[src/hdl/alrd_pkg.sv]
/*
  Constants and types for the axle lock request decoder: the ratio band edges,
  the decoded band codes and the held request codes.
  Assumes the two readings share one converter scale and arrive together.
*/
package alrd_pkg;

  // ratio band edges in hundredths of a percent of the supply reading
  localparam int unsigned RATIO_FULL_SCALE = 10000; // 100.00 percent
  localparam int unsigned OPEN_MAX = 300; // 3.00 percent
  localparam int unsigned REST_MIN = 924; // 9.24 percent
  localparam int unsigned REST_MAX = 1062; // 10.62 percent
  localparam int unsigned FRONT_MIN = 2818; // 28.18 percent
  localparam int unsigned FRONT_MAX = 3166; // 31.66 percent
  localparam int unsigned REAR_MIN = 8519; // 85.19 percent
  localparam int unsigned REAR_MAX = 8989; // 89.89 percent
  localparam int unsigned BATT_MIN = 9700; // 97.00 percent

  // width of the scale factors, enough for RATIO_FULL_SCALE
  localparam int unsigned SCALE_W = 14;

  // decoded band of one sample
  typedef enum logic [2:0] {
    BAND_OPEN = 3'b000,
    BAND_INVALID = 3'b001,
    BAND_REST = 3'b010,
    BAND_FRONT = 3'b011,
    BAND_REAR = 3'b100,
    BAND_BATT = 3'b101
  } alrd_band_t;

  // request held toward the lock control
  typedef enum logic [1:0] {
    REQ_NONE = 2'b00,
    REQ_FRONT = 2'b01,
    REQ_REAR = 2'b10
  } alrd_req_t;

endpackage : alrd_pkg

[src/hdl/alrd_decoder.sv]
/*
  Axle lock request decoder: classifies a pair of converter readings (request
  voltage and switch supply voltage) by their ratio and holds the last valid
  front or rear differential lock request.
  Assumes both readings are unsigned codes on one scale, synchronous to clk,
  and qualified by a one-cycle sample_valid strobe.
*/
// Notes on behaviour
// - classify by voltage ratio, not absolute level
// - ratio at most 3.0 percent: open fault
// - 9.24 to 10.62 percent: switch at rest
// - 28.18 to 31.66 percent: front lock request
// - 85.19 to 89.89 percent: rear lock request
// - ratio at least 97.0 percent: battery short
// - non-request bands keep last valid request
`timescale 1ns/1ns

module alrd_decoder #(
  parameter int unsigned ADC_W = 12
) (
  input wire logic clk,
  input wire logic rst_n,
  input wire logic sample_valid,
  input wire logic [ADC_W-1:0] request_voltage,
  input wire logic [ADC_W-1:0] switch_supply_voltage,
  output alrd_pkg::alrd_band_t band_q,
  output logic band_valid_q,
  output alrd_pkg::alrd_req_t held_req_q,
  output logic front_lock_req_q,
  output logic rear_lock_req_q,
  output logic open_fault_q,
  output logic batt_fault_q,
  output logic invalid_q
);

  localparam int unsigned PROD_W = ADC_W + alrd_pkg::SCALE_W;

  // elaboration check on the converter width
  if (ADC_W < 1 || ADC_W > 18) begin : g_bad_width
    $error("alrd_decoder: ADC_W must lie in 1..18");
  end

  ////////////////////////////////////////////////////////////////////////////
  // cross-multiplied ratio compare, no divider needed

  function automatic logic [PROD_W-1:0] scale(input logic [ADC_W-1:0] v, input int unsigned k);
    logic [PROD_W-1:0] kk;
    kk = PROD_W'(k);
    return PROD_W'(v) * kk;
  endfunction : scale

  logic [PROD_W-1:0] req_scaled;
  assign req_scaled = scale(request_voltage, alrd_pkg::RATIO_FULL_SCALE);

  // request percentage against each band edge of the supply reading
  logic le_open;
  logic ge_rest;
  logic le_rest;
  logic ge_front;
  logic le_front;
  logic ge_rear;
  logic le_rear;
  logic ge_batt;
  assign le_open = req_scaled <= scale(switch_supply_voltage, alrd_pkg::OPEN_MAX);
  assign ge_rest = req_scaled >= scale(switch_supply_voltage, alrd_pkg::REST_MIN);
  assign le_rest = req_scaled <= scale(switch_supply_voltage, alrd_pkg::REST_MAX);
  assign ge_front = req_scaled >= scale(switch_supply_voltage, alrd_pkg::FRONT_MIN);
  assign le_front = req_scaled <= scale(switch_supply_voltage, alrd_pkg::FRONT_MAX);
  assign ge_rear = req_scaled >= scale(switch_supply_voltage, alrd_pkg::REAR_MIN);
  assign le_rear = req_scaled <= scale(switch_supply_voltage, alrd_pkg::REAR_MAX);
  assign ge_batt = req_scaled >= scale(switch_supply_voltage, alrd_pkg::BATT_MIN);

  // band selection, faults first so a zero supply still decodes
  alrd_pkg::alrd_band_t band_d;
  always_comb begin
    if (le_open) begin
      band_d = alrd_pkg::BAND_OPEN;
    end else if (ge_batt) begin
      band_d = alrd_pkg::BAND_BATT;
    end else if (ge_rest && le_rest) begin
      band_d = alrd_pkg::BAND_REST;
    end else if (ge_front && le_front) begin
      band_d = alrd_pkg::BAND_FRONT;
    end else if (ge_rear && le_rear) begin
      band_d = alrd_pkg::BAND_REAR;
    end else begin
      band_d = alrd_pkg::BAND_INVALID;
    end
  end

  ////////////////////////////////////////////////////////////////////////////
  // band and fault flags of the latest sample

  always_ff @(posedge clk or negedge rst_n) begin
    if (!rst_n) begin
      band_q <= alrd_pkg::BAND_REST;
      open_fault_q <= 1'b0;
      batt_fault_q <= 1'b0;
      invalid_q <= 1'b0;
    end else if (sample_valid) begin
      band_q <= band_d;
      open_fault_q <= (band_d == alrd_pkg::BAND_OPEN);
      batt_fault_q <= (band_d == alrd_pkg::BAND_BATT);
      invalid_q <= (band_d == alrd_pkg::BAND_INVALID);
    end
  end

  // one-cycle strobe marking a fresh band
  always_ff @(posedge clk or negedge rst_n) begin
    if (!rst_n) begin
      band_valid_q <= 1'b0;
    end else begin
      band_valid_q <= sample_valid;
    end
  end

  ////////////////////////////////////////////////////////////////////////////
  // held request, changed only by a request band

  alrd_pkg::alrd_req_t held_req_d;
  always_comb begin
    held_req_d = held_req_q;
    if (sample_valid && band_d == alrd_pkg::BAND_FRONT) begin
      held_req_d = alrd_pkg::REQ_FRONT;
    end else if (sample_valid && band_d == alrd_pkg::BAND_REAR) begin
      held_req_d = alrd_pkg::REQ_REAR;
    end
  end

  always_ff @(posedge clk or negedge rst_n) begin
    if (!rst_n) begin
      held_req_q <= alrd_pkg::REQ_NONE;
      front_lock_req_q <= 1'b0;
      rear_lock_req_q <= 1'b0;
    end else begin
      held_req_q <= held_req_d;
      front_lock_req_q <= (held_req_d == alrd_pkg::REQ_FRONT);
      rear_lock_req_q <= (held_req_d == alrd_pkg::REQ_REAR);
    end
  end

  ////////////////////////////////////////////////////////////////////////////
  // checks

  // independent percentage of the accepted sample, in hundredths
  logic [PROD_W-1:0] chk_req;
  logic [PROD_W-1:0] chk_sup;
  assign chk_req = PROD_W'(request_voltage) * PROD_W'(alrd_pkg::RATIO_FULL_SCALE);
  assign chk_sup = PROD_W'(switch_supply_voltage);

  a_open_band: assert property (@(posedge clk) disable iff (!rst_n)
    sample_valid && chk_req <= chk_sup * PROD_W'(alrd_pkg::OPEN_MAX)
    |=> band_q == alrd_pkg::BAND_OPEN && open_fault_q && band_valid_q)
    else $error("open band not flagged");

  a_rest_band: assert property (@(posedge clk) disable iff (!rst_n)
    sample_valid && chk_sup != '0 && chk_req >= chk_sup * PROD_W'(alrd_pkg::REST_MIN)
    && chk_req <= chk_sup * PROD_W'(alrd_pkg::REST_MAX)
    |=> band_q == alrd_pkg::BAND_REST && held_req_q == $past(held_req_q))
    else $error("rest band wrong or request changed");

  a_front_band: assert property (@(posedge clk) disable iff (!rst_n)
    sample_valid && chk_req >= chk_sup * PROD_W'(alrd_pkg::FRONT_MIN)
    && chk_req <= chk_sup * PROD_W'(alrd_pkg::FRONT_MAX) && chk_sup != '0
    |=> held_req_q == alrd_pkg::REQ_FRONT && front_lock_req_q && !rear_lock_req_q)
    else $error("front request not taken");

  a_rear_band: assert property (@(posedge clk) disable iff (!rst_n)
    sample_valid && chk_req >= chk_sup * PROD_W'(alrd_pkg::REAR_MIN)
    && chk_req <= chk_sup * PROD_W'(alrd_pkg::REAR_MAX) && chk_sup != '0
    |=> held_req_q == alrd_pkg::REQ_REAR && rear_lock_req_q && !front_lock_req_q)
    else $error("rear request not taken");

  a_batt_band: assert property (@(posedge clk) disable iff (!rst_n)
    sample_valid && chk_req > '0 && chk_req >= chk_sup * PROD_W'(alrd_pkg::BATT_MIN)
    |=> batt_fault_q && !open_fault_q && $stable(held_req_q))
    else $error("battery short not flagged");

  a_gap_invalid: assert property (@(posedge clk) disable iff (!rst_n)
    sample_valid && chk_req > chk_sup * PROD_W'(alrd_pkg::FRONT_MAX)
    && chk_req < chk_sup * PROD_W'(alrd_pkg::REAR_MIN)
    |=> invalid_q && band_q == alrd_pkg::BAND_INVALID)
    else $error("gap not decoded invalid");

  a_hold_request: assert property (@(posedge clk) disable iff (!rst_n)
    band_valid_q && band_q != alrd_pkg::BAND_FRONT && band_q != alrd_pkg::BAND_REAR
    |-> held_req_q == $past(held_req_q))
    else $error("request changed on non-request band");

  a_flags_exclusive: assert property (@(posedge clk) disable iff (!rst_n)
    !(front_lock_req_q && rear_lock_req_q) && (front_lock_req_q == (held_req_q == alrd_pkg::REQ_FRONT)))
    else $error("request outputs disagree");

  a_reset_none: assert property (@(posedge clk)
    $rose(rst_n) |-> held_req_q == alrd_pkg::REQ_NONE && !front_lock_req_q && !rear_lock_req_q)
    else $error("request not cleared by reset");

  // the three other gaps, below the front band and above the rear band
  a_other_gaps: assert property (@(posedge clk) disable iff (!rst_n)
    sample_valid
    && ((chk_req > chk_sup * PROD_W'(alrd_pkg::OPEN_MAX) && chk_req < chk_sup * PROD_W'(alrd_pkg::REST_MIN))
    || (chk_req > chk_sup * PROD_W'(alrd_pkg::REST_MAX) && chk_req < chk_sup * PROD_W'(alrd_pkg::FRONT_MIN))
    || (chk_req > chk_sup * PROD_W'(alrd_pkg::REAR_MAX) && chk_req < chk_sup * PROD_W'(alrd_pkg::BATT_MIN)))
    |=> invalid_q && band_q == alrd_pkg::BAND_INVALID && !open_fault_q && !batt_fault_q)
    else $error("outer gap not decoded invalid");

  // band, held request and fault flags hold, strobe low, between accepted samples
  a_idle_hold: assert property (@(posedge clk) disable iff (!rst_n)
    !sample_valid
    |=> !band_valid_q && $stable(band_q) && $stable(held_req_q) && $stable(open_fault_q)
    && $stable(batt_fault_q) && $stable(invalid_q))
    else $error("outputs moved without a sample");

  // every accepted sample is classified one cycle later
  a_band_strobe: assert property (@(posedge clk) disable iff (!rst_n)
    sample_valid |=> band_valid_q)
    else $error("band strobe missing after sample");

  // fault and gap flags agree with the band they came from
  a_fault_agree: assert property (@(posedge clk) disable iff (!rst_n)
    open_fault_q == (band_q == alrd_pkg::BAND_OPEN) && batt_fault_q == (band_q == alrd_pkg::BAND_BATT)
    && invalid_q == (band_q == alrd_pkg::BAND_INVALID))
    else $error("fault flags disagree with band");

endmodule : alrd_decoder

[config.mk]
export PLATFORM = sky130hd
export DESIGN_NAME = alrd_decoder
export DESIGN_NICKNAME = d
export VERILOG_FILES = /design/src/hdl/alrd_pkg.sv /design/src/hdl/alrd_decoder.sv
export SDC_FILE = /design/constraint.sdc
export NUM_CORES = 1
export LEC_CHECK = 0
export BUFFER_PORTS_ARGS = -buffer_cell sky130_fd_sc_hd__buf_2
export CORE_ASPECT_RATIO = 1.75
export CORE_MARGIN = 5
export CORE_UTILIZATION = 45
export CTS_CLUSTER_DIAMETER = 200
export DETAILED_ROUTE_END_ITERATION = 10
export HOLD_SLACK_MARGIN = 0.1
export PLACE_DENSITY = 0.72
export SYNTH_ARGS = -nofsm -noshare
export SYNTH_HDL_FRONTEND = slang
export SYNTH_SLANG_ARGS = --single-unit
export TNS_END_PERCENT = 30
[constraint.sdc]
create_clock -name clk -period 1.31 [get_ports clk]
set_input_delay 0.131 -clock clk [delete_from_list [all_inputs] [get_ports clk]]
set_output_delay 0.131 -clock clk [all_outputs]
set_load 0.005 [all_outputs]
==> results of run 1 <==
[per-layer routing]
layer,GRT usage,wire length [µm]
met3,0.03153,3082
met4,0.3072,11040
met1,0.2710,24730
met2,0.5805,40320
met5,0,0
[cell families (layout without fill, tap and decap cells)]
group	count (synthesis)	in the layout	share of synthesized area
AOI/OAI and AO/OA	440	440	0.1362
and+or+nand+nor	392	392	0.09472
DFF	11	11	0.01309
xor gates and xnor gates	141	141	0.05882
muxes	2	2	0.0009478
adders and majority gates	879	879	0.6031
other	0	1	0
buffers and inverters	524	1191	0.09312
[layout by cell type (no fill, tap or decap), drive strengths merged, types with 14 or more instances in the layout]
| cell | netlist | layout |
|---|---|---|
| or2 | 14 | 14 |
| fa | 232 | 232 |
| ha | 647 | 647 |
| and3 | 19 | 19 |
| nand2 | 71 | 71 |
| or3 | 19 | 19 |
| nand4 | 26 | 26 |
| nor2b | 17 | 17 |
| nand2b | 25 | 25 |
| xnor2 | 68 | 68 |
| nand3 | 44 | 44 |
| inv | 521 | 516 |
| o211ai | 18 | 18 |
| a211oi | 22 | 22 |
| nor3 | 36 | 36 |
| o21bai | 19 | 19 |
| a21o | 49 | 49 |
| a21oi | 134 | 134 |
| nor2 | 92 | 92 |
| xor2 | 73 | 73 |
| o21a | 18 | 18 |
| o21ai | 86 | 86 |
| buf | 0 | 665 |
[through the flow]
stage          power (µW)  instances    util  area, µm²
2_1_floorplan       42470       2389       -      21380
3_3_place_gp        70160       3607  0.5771      26920
3_5_place_dp        73370       3607  0.5771      26920
4_1_cts             77650       3631  0.5931      27660
5_1_grt             88850       3645  0.6016      28060
6_report            81300       3645  0.6016      28060
[area by class of cell]
cell class | count | share of cell area
inverters | 521 | 0.07046
repair buffers | 666 | 0.1864
multi-input cells | 1854 | 0.7042
diodes | 1 | 0.00008919
flip-flops and latches | 11 | 0.009856
well taps | 588 | 0.02622
clock buffers | 4 | 0.002809
[state kept, by name (all words and copies together), names as in the netlist]
register	flops
band_q	3
held_req_q	2
band_valid_q	1
batt_fault_q	1
front_lock_req_q	1
invalid_q	1
open_fault_q	1
rear_lock_req_q	1
[synth_stat cells (13+ instances only)]
cell and count:
or3_1 18, nand3_1 44, nor2b_1 17, xor2_1 72, a21oi_1 134, fa_1 232, a211oi_1 22, o21ai_0 85
inv_1 521, o211ai_1 18, o21bai_1 18, and3_1 19, nand2b_1 25, a21o_1 48, ha_1 647, o21a_1 18
a31oi_1 13, nand2_1 71, nor2_1 92, xnor2_1 68, or2_2 13, nand4_1 26, nor3_1 36
[worst max-delay path: stages]
cell	delay [ns]
buf_6	0.13
ha_1	0.34
inv_2	0.13
fa_2	0.49
fa_1	0.61
fa_1	0.49
fa_1	0.53
inv_1	0.04
ha_1	0.33
and3_4	0.16
a21o_1	0.21
o41ai_4	0.34
buf_4	0.18
o21bai_1	0.05
a21oi_1	0.16
xor2_1	0.20
ha_1	0.28
a21oi_2	0.14
nor2_1	0.09
a2111oi_4	0.29
o31ai_2	0.12
a2111oi_2	0.22
buf_4	0.16
o22a_1	0.16
buf_12	0.15
nand3b_4	0.09
a31o_1	0.21
[where the power goes]
| group | switching, µW | total, µW | internal (µW) |
|---|---|---|---|
| registers | 73.0 | 556 | 483 |
| logic | 41700 | 80200 | 38500 |
| clock network | 162 | 572 | 410 |
| total | 41900 | 81300 | 39400 |
[what timing repair did]
item	4_1_cts	5_1_grt
hold buffers	1	0
setup buffers	19	13
pin swaps	76	70
endpoints found under the hold margin	11	0
gates resized for setup	125	62
endpoints found under the setup margin	10	10
[how the worst min path moves through the flow]
stage | to | slack [ns] | startpoint | cells after the start
2_1_floorplan | band_q[0]$_DFFE_PN0P_ | -0.16 | rst_n | 0
3_3_place_gp | band_q[2]$_DFFE_PN0P_ | -0.002 | rst_n | 1
3_5_place_dp | band_q[2]$_DFFE_PN0P_ | 0.01 | rst_n | 1
4_1_cts | band_valid_q$_DFF_PN0_ | 0.20 | sample_valid | 2
5_1_grt | band_valid_q$_DFF_PN0_ | 0.21 | sample_valid | 2
6_report | band_valid_q$_DFF_PN0_ | 0.20 | sample_valid | 2
==> flow_metrics.py, run 1 <==
metrics = {
    "logic_synthesis": {
        "synth_top_area_share": 0.3832,
        "synth.largest_area_cell": "ha_1",
        "synth_edf_count": 0,
        "synth_cells": 2389,
        "ys_seq_area_frac": 0.01309,
        "ys_top_cells_by_area": "ha_1 (38%), fa_1 (22%), inv_1 (9.3%)",
        "synth_area_um2": 21120,
        "avgSynthCellArea_um2": 8.842,
        "yosysWarnings": 0,
        "synthArstFlopShare": 1.000,
        "synth_flop_cell": "dfrtp_1",
        "ys_seq_elements": 11,
        "synth.distinct_cells": 76,
        "synthesis.nets": 3295,
    },
    "flow_run": {
        "maxCapViolations": 0,
    },
    "status": {
        "violations": "negative setup slack",
        "status": "complete, but fails checks",
    },
    "critical_path": {
        "crit_path_start": "switch_supply_voltage[9]",
        "path_class": "in -> reg",
        "cp.arrival_ns": 6.48,
        "critPathLaunchType": "primary input",
        "r2r_setup_slack_ns": 0.53,
        "reg2reg_depth": 2,
        "reg2reg_to": "band_q[1]$_DFFE_PN1P_",
        "endpoint_kind": "flop",
        "worst-path-max-fanout": 6,
        "r2r-start": "band_q[1]$_DFFE_PN1P_",
        "crit_required_ns": 1.44,
        "setup.worst_path.end": "front_lock_req_q$_DFF_PN0_",
    },
    "global_route": {
        "grt_pass1_wl_um": 120500,
        "grt_max_degree": 14,
        "gr-usage-all-layers": 0.3048,
        "first_global_vias": 22412,
        "overflow": 0,
        "antenna_found_initial": 1,
    },
    "routing": {
        "num_vias": 20173,
        "ant_nets": 0,
        "wire_per_inst_um": 21.72,
        "vias_per_cell": 5.534,
        "dr.pass1.iters": 5,
        "first_iter_violations": 937,
        "drc": 0,
        "wl_um": 79170,
    },
    "timing": {
        "rsz0062_at_grt": "yes",
        "setup_slack_ns": -5.035,
        "slew-limit-headroom": 0.4590,
        "timing.final.crit_share": 4.843,
        "hold_viol_final": 0,
        "layout_min_cycle_time_ns": 6.345,
        "fmax_mhz": 157.6,
        "finalClockSkew_ns": 0.004804,
        "final_max_slew_viol_count": 0,
        "tightest_slew_ns": 0.8115,
        "finalSetupTns_ns": -48.62,
        "fin_hold_ws_ns": 0.1996,
        "setup_violations": 10,
    },
    "power": {
        "pwr_density_cell_nw_per_um2": 2898,
        "ir_drop_mv": 1.670,
        "p_leak_uw": 0.01541,
    },
    "layout": {
        "multi_input_area_um2": 19760,
        "finalNetCount": 3963,
        "num-fill-cells": 3904,
        "regArea_um2": 276.5,
        "drive_gt1_frac": 0.2742,
        "layout-area-overhead-vs-synth_pct": 32.83,
    },
    "place": {
        "gp_congestion": 1.047,
        "dp_hpwl_um": 70300,
        "io_buffers": 37,
        "place_ws_ns": -5.754,
    },
    "clocking": {
        "clockRootBuffer": "clkbuf_16",
        "cts_buffer_depth": 2,
        "cts_max_level": 1,
        "cts_made_buffers": 3,
        "cts_tree": "built",
        "clock_sinks": 11,
        "clk-insertion-delay-late_ns": 0.24,
        "clk_pin_slew_ns": 0.04,
    },
    "floorplan": {
        "die-width_um": 173.8,
        "rows": 105,
        "die_h_um": 296.6,
        "core-area_um2": 46640,
        "io-pin-count": 38,
        "start_util": 0.4529,
        "die-area_um2": 51540,
    },
    "min_path": {
        "hp-class": "in -> reg",
    },
}
(Power assumes the default switching activity.)
==> run 2: changes to the inputs <==
SKIP_CTS_REPAIR_TIMING = 1   (was unset)
==> run 2 against run 1 <==
The flow still finishes with violations (negative setup slack); sequential share of layout area is essentially flat; combinational power is 2% lower; global-route usage decreased by 0.45 points; die area stayed put; clock skew down 0.0028 ns; count of clock-buffer cells in the layout is the same; first-iteration DRC count shrank 8.8%; worst setup slack worse by 0.11 ns; flip-flop and latch count unchanged; final cell count shrank 0.11%; largest cell class unchanged; largest power group unchanged.
==> flow_metrics.py, run 2 (synthesis gave the netlist of run 1 again) <==
metrics = {
    "floorplan": {
        "die-area_um2": 51540,
        "core-area_um2": 46640,
        "die-width_um": 173.8,
        "io-pin-count": 38,
        "start_util": 0.4529,
        "die_h_um": 296.6,
        "rows": 105,
    },
    "layout": {
        "largest-register": "band_q",
        "drive_gt1_frac": 0.2683,
        "fin_util": 0.5989,
        "layout-area-overhead-vs-synth_pct": 32.23,
        "finalNetCount": 3959,
        "largest_register_ffs": 3,
        "top_regs": "band_q x3, held_req_q x2",
        "final_common_cell": "ha_1",
        "mostFrequentLayoutCells": "ha_1 (613), buf_4 (601), inv_1 (504), fa_1 (221), a21oi_1 (119)",
    },
    "place": {
        "dp_hpwl_um": 70300,
        "io_buffers": 37,
        "gp_congestion": 1.047,
        "place_ws_ns": -5.754,
    },
    "clocking": {
        "clock_sinks": 11,
        "cts_max_level": 1,
        "cts_buffer_depth": 2,
        "cts_made_buffers": 3,
        "clk_pin_slew_ns": 0.04,
        "clockRootBuffer": "clkbuf_16",
        "clk-insertion-delay-late_ns": 0.24,
        "cts_tree": "built",
    },
    "routing": {
        "vias_per_cell": 5.544,
        "wl_um": 79090,
        "dr.pass1.iters": 6,
        "ant_nets": 0,
        "num_vias": 20185,
        "drc": 0,
        "wire_per_inst_um": 21.72,
        "first_iter_violations": 855,
    },
    "critical_path": {
        "max_stage_delay_ns": 0.56,
        "path_class": "in -> reg",
        "cp.arrival_ns": 6.59,
        "setup.worst_path.end": "front_lock_req_q$_DFF_PN0_",
        "reg2reg_depth": 2,
        "r2r-start": "band_q[1]$_DFFE_PN1P_",
        "critPathMostFrequentCell": "inv_1",
        "slowest_stage": "fa_2",
        "endpoint_kind": "flop",
        "critPathLaunchType": "primary input",
        "r2r_setup_slack_ns": 0.51,
        "worst-path-max-fanout": 4,
        "crit_path_start": "switch_supply_voltage[8]",
        "crit_required_ns": 1.44,
        "reg2reg_to": "band_q[1]$_DFFE_PN1P_",
    },
    "global_route": {
        "antenna_found_initial": 1,
        "gr-usage-all-layers": 0.3003,
        "overflow": 0,
        "grt_use_met1": 0.2672,
        "grt_max_degree": 14,
        "grt_pass1_wl_um": 118700,
        "first_global_vias": 22181,
        "met2_usage": 0.5662,
        "busiest_layer": "met2",
        "use_met3": 0.02950,
    },
    "timing": {
        "setup_slack_ns": -5.148,
        "setup_violations": 10,
        "hold_viol_final": 0,
        "timing.final.crit_share": 4.930,
        "tightest_slew_ns": 0.7675,
        "fin_hold_ws_ns": 0.1904,
        "final_max_slew_viol_count": 0,
        "finalClockSkew_ns": 0.002045,
        "rsz0062_at_grt": "yes",
        "fmax_mhz": 154.8,
        "slew-limit-headroom": 0.4883,
        "layout_min_cycle_time_ns": 6.458,
    },
    "min_path": {
        "hold_depth": 2,
        "hp-class": "in -> reg",
    },
    "power": {
        "ir_drop_mv": 1.762,
        "p_leak_uw": 0.01535,
        "pwr_density_cell_nw_per_um2": 2846,
    },
    "status": {
        "violations": "negative setup slack",
        "status": "complete, but fails checks",
    },
    "flow_run": {
        "maxCapViolations": 0,
    },
}
==> run 2: cell types whose count changed in the layout (fill, tap and decap cells not counted), moves of 2 or more <==
cell       delta
a211oi_2      -2
a2111oi_4     -2
inv_1         -2
fa_2          -3
ha_4          +3
inv_2         +2
a21oi_1       +2
a21oi_2       -2
nor3_2        -3
buf_6         -3
fa_1          +3
nor3_1        +3
a211oi_1      +2
ha_2          -3
==> run 2: worst max-delay path, delay by kind of cell <==
kind | cells | cell delay (ns)
AO/OA/AOI/OAI | 10 | 1.84
XOR/XNOR | 1 | 0.19
adder cells (fa/ha/maj) | 7 | 2.90
buffers and inverters | 8 | 0.85
AND/OR/NAND/NOR | 5 | 0.67
==> run 2: layer usage <==
metal | wire (µm) | vias to the layer above
li1 | - | 9488
met1 | 24600 | 9651
met2 | 40220 | 645
met3 | 3232 | 401
met4 | 11050 | 0
met5 | 0 | -
==> run 2: power by group <==
part / internal (µW) / total [µW] / switching [µW]
Clock: 409 / 565 / 156
Sequential: 483 / 553 / 70.1
Combinational: 37600 / 78400 / 40800
Total: 38400 / 79500 / 41000
==> run 2: worst min path at each step <==
| stage | startpoint | end | slack, ns |
|---|---|---|---|
| 2_1_floorplan | rst_n | band_q[0]$_DFFE_PN0P_ | -0.16 |
| 3_3_place_gp | rst_n | band_q[2]$_DFFE_PN0P_ | -0.002 |
| 3_5_place_dp | rst_n | band_q[2]$_DFFE_PN0P_ | 0.01 |
| 4_1_cts | rst_n | open_fault_q$_DFFE_PN0P_ | -0.24 |
| 5_1_grt | sample_valid | band_valid_q$_DFF_PN0_ | 0.20 |
| 6_report | sample_valid | band_valid_q$_DFF_PN0_ | 0.19 |
==> run 2: cell type report <==
| type | count | area (µm²) |
|---|---|---|
| antenna | 1 | 2.502 |
| clock buffer | 4 | 78.83 |
| fill | 3928 | 18710 |
| inverter | 521 | 1977 |
| multi-input combinational | 1854 | 19680 |
| sequential | 11 | 276.5 |
| tap | 588 | 735.7 |
| timing repair buffer | 662 | 5179 |
==> run 2: stage by stage <==
stage | setup TNS [ns] | instance area (µm²) | total power, µW | cells
after floorplan | -44.59 | 21380 | 42470 | 2389
after global placement | -55.05 | 26920 | 70160 | 3607
after detailed placement | -55.49 | 26920 | 73370 | 3607
after CTS | -53.30 | 27000 | 74380 | 3611
after global routing | -52.07 | 27930 | 87200 | 3641
final | -49.35 | 27930 | 79500 | 3641
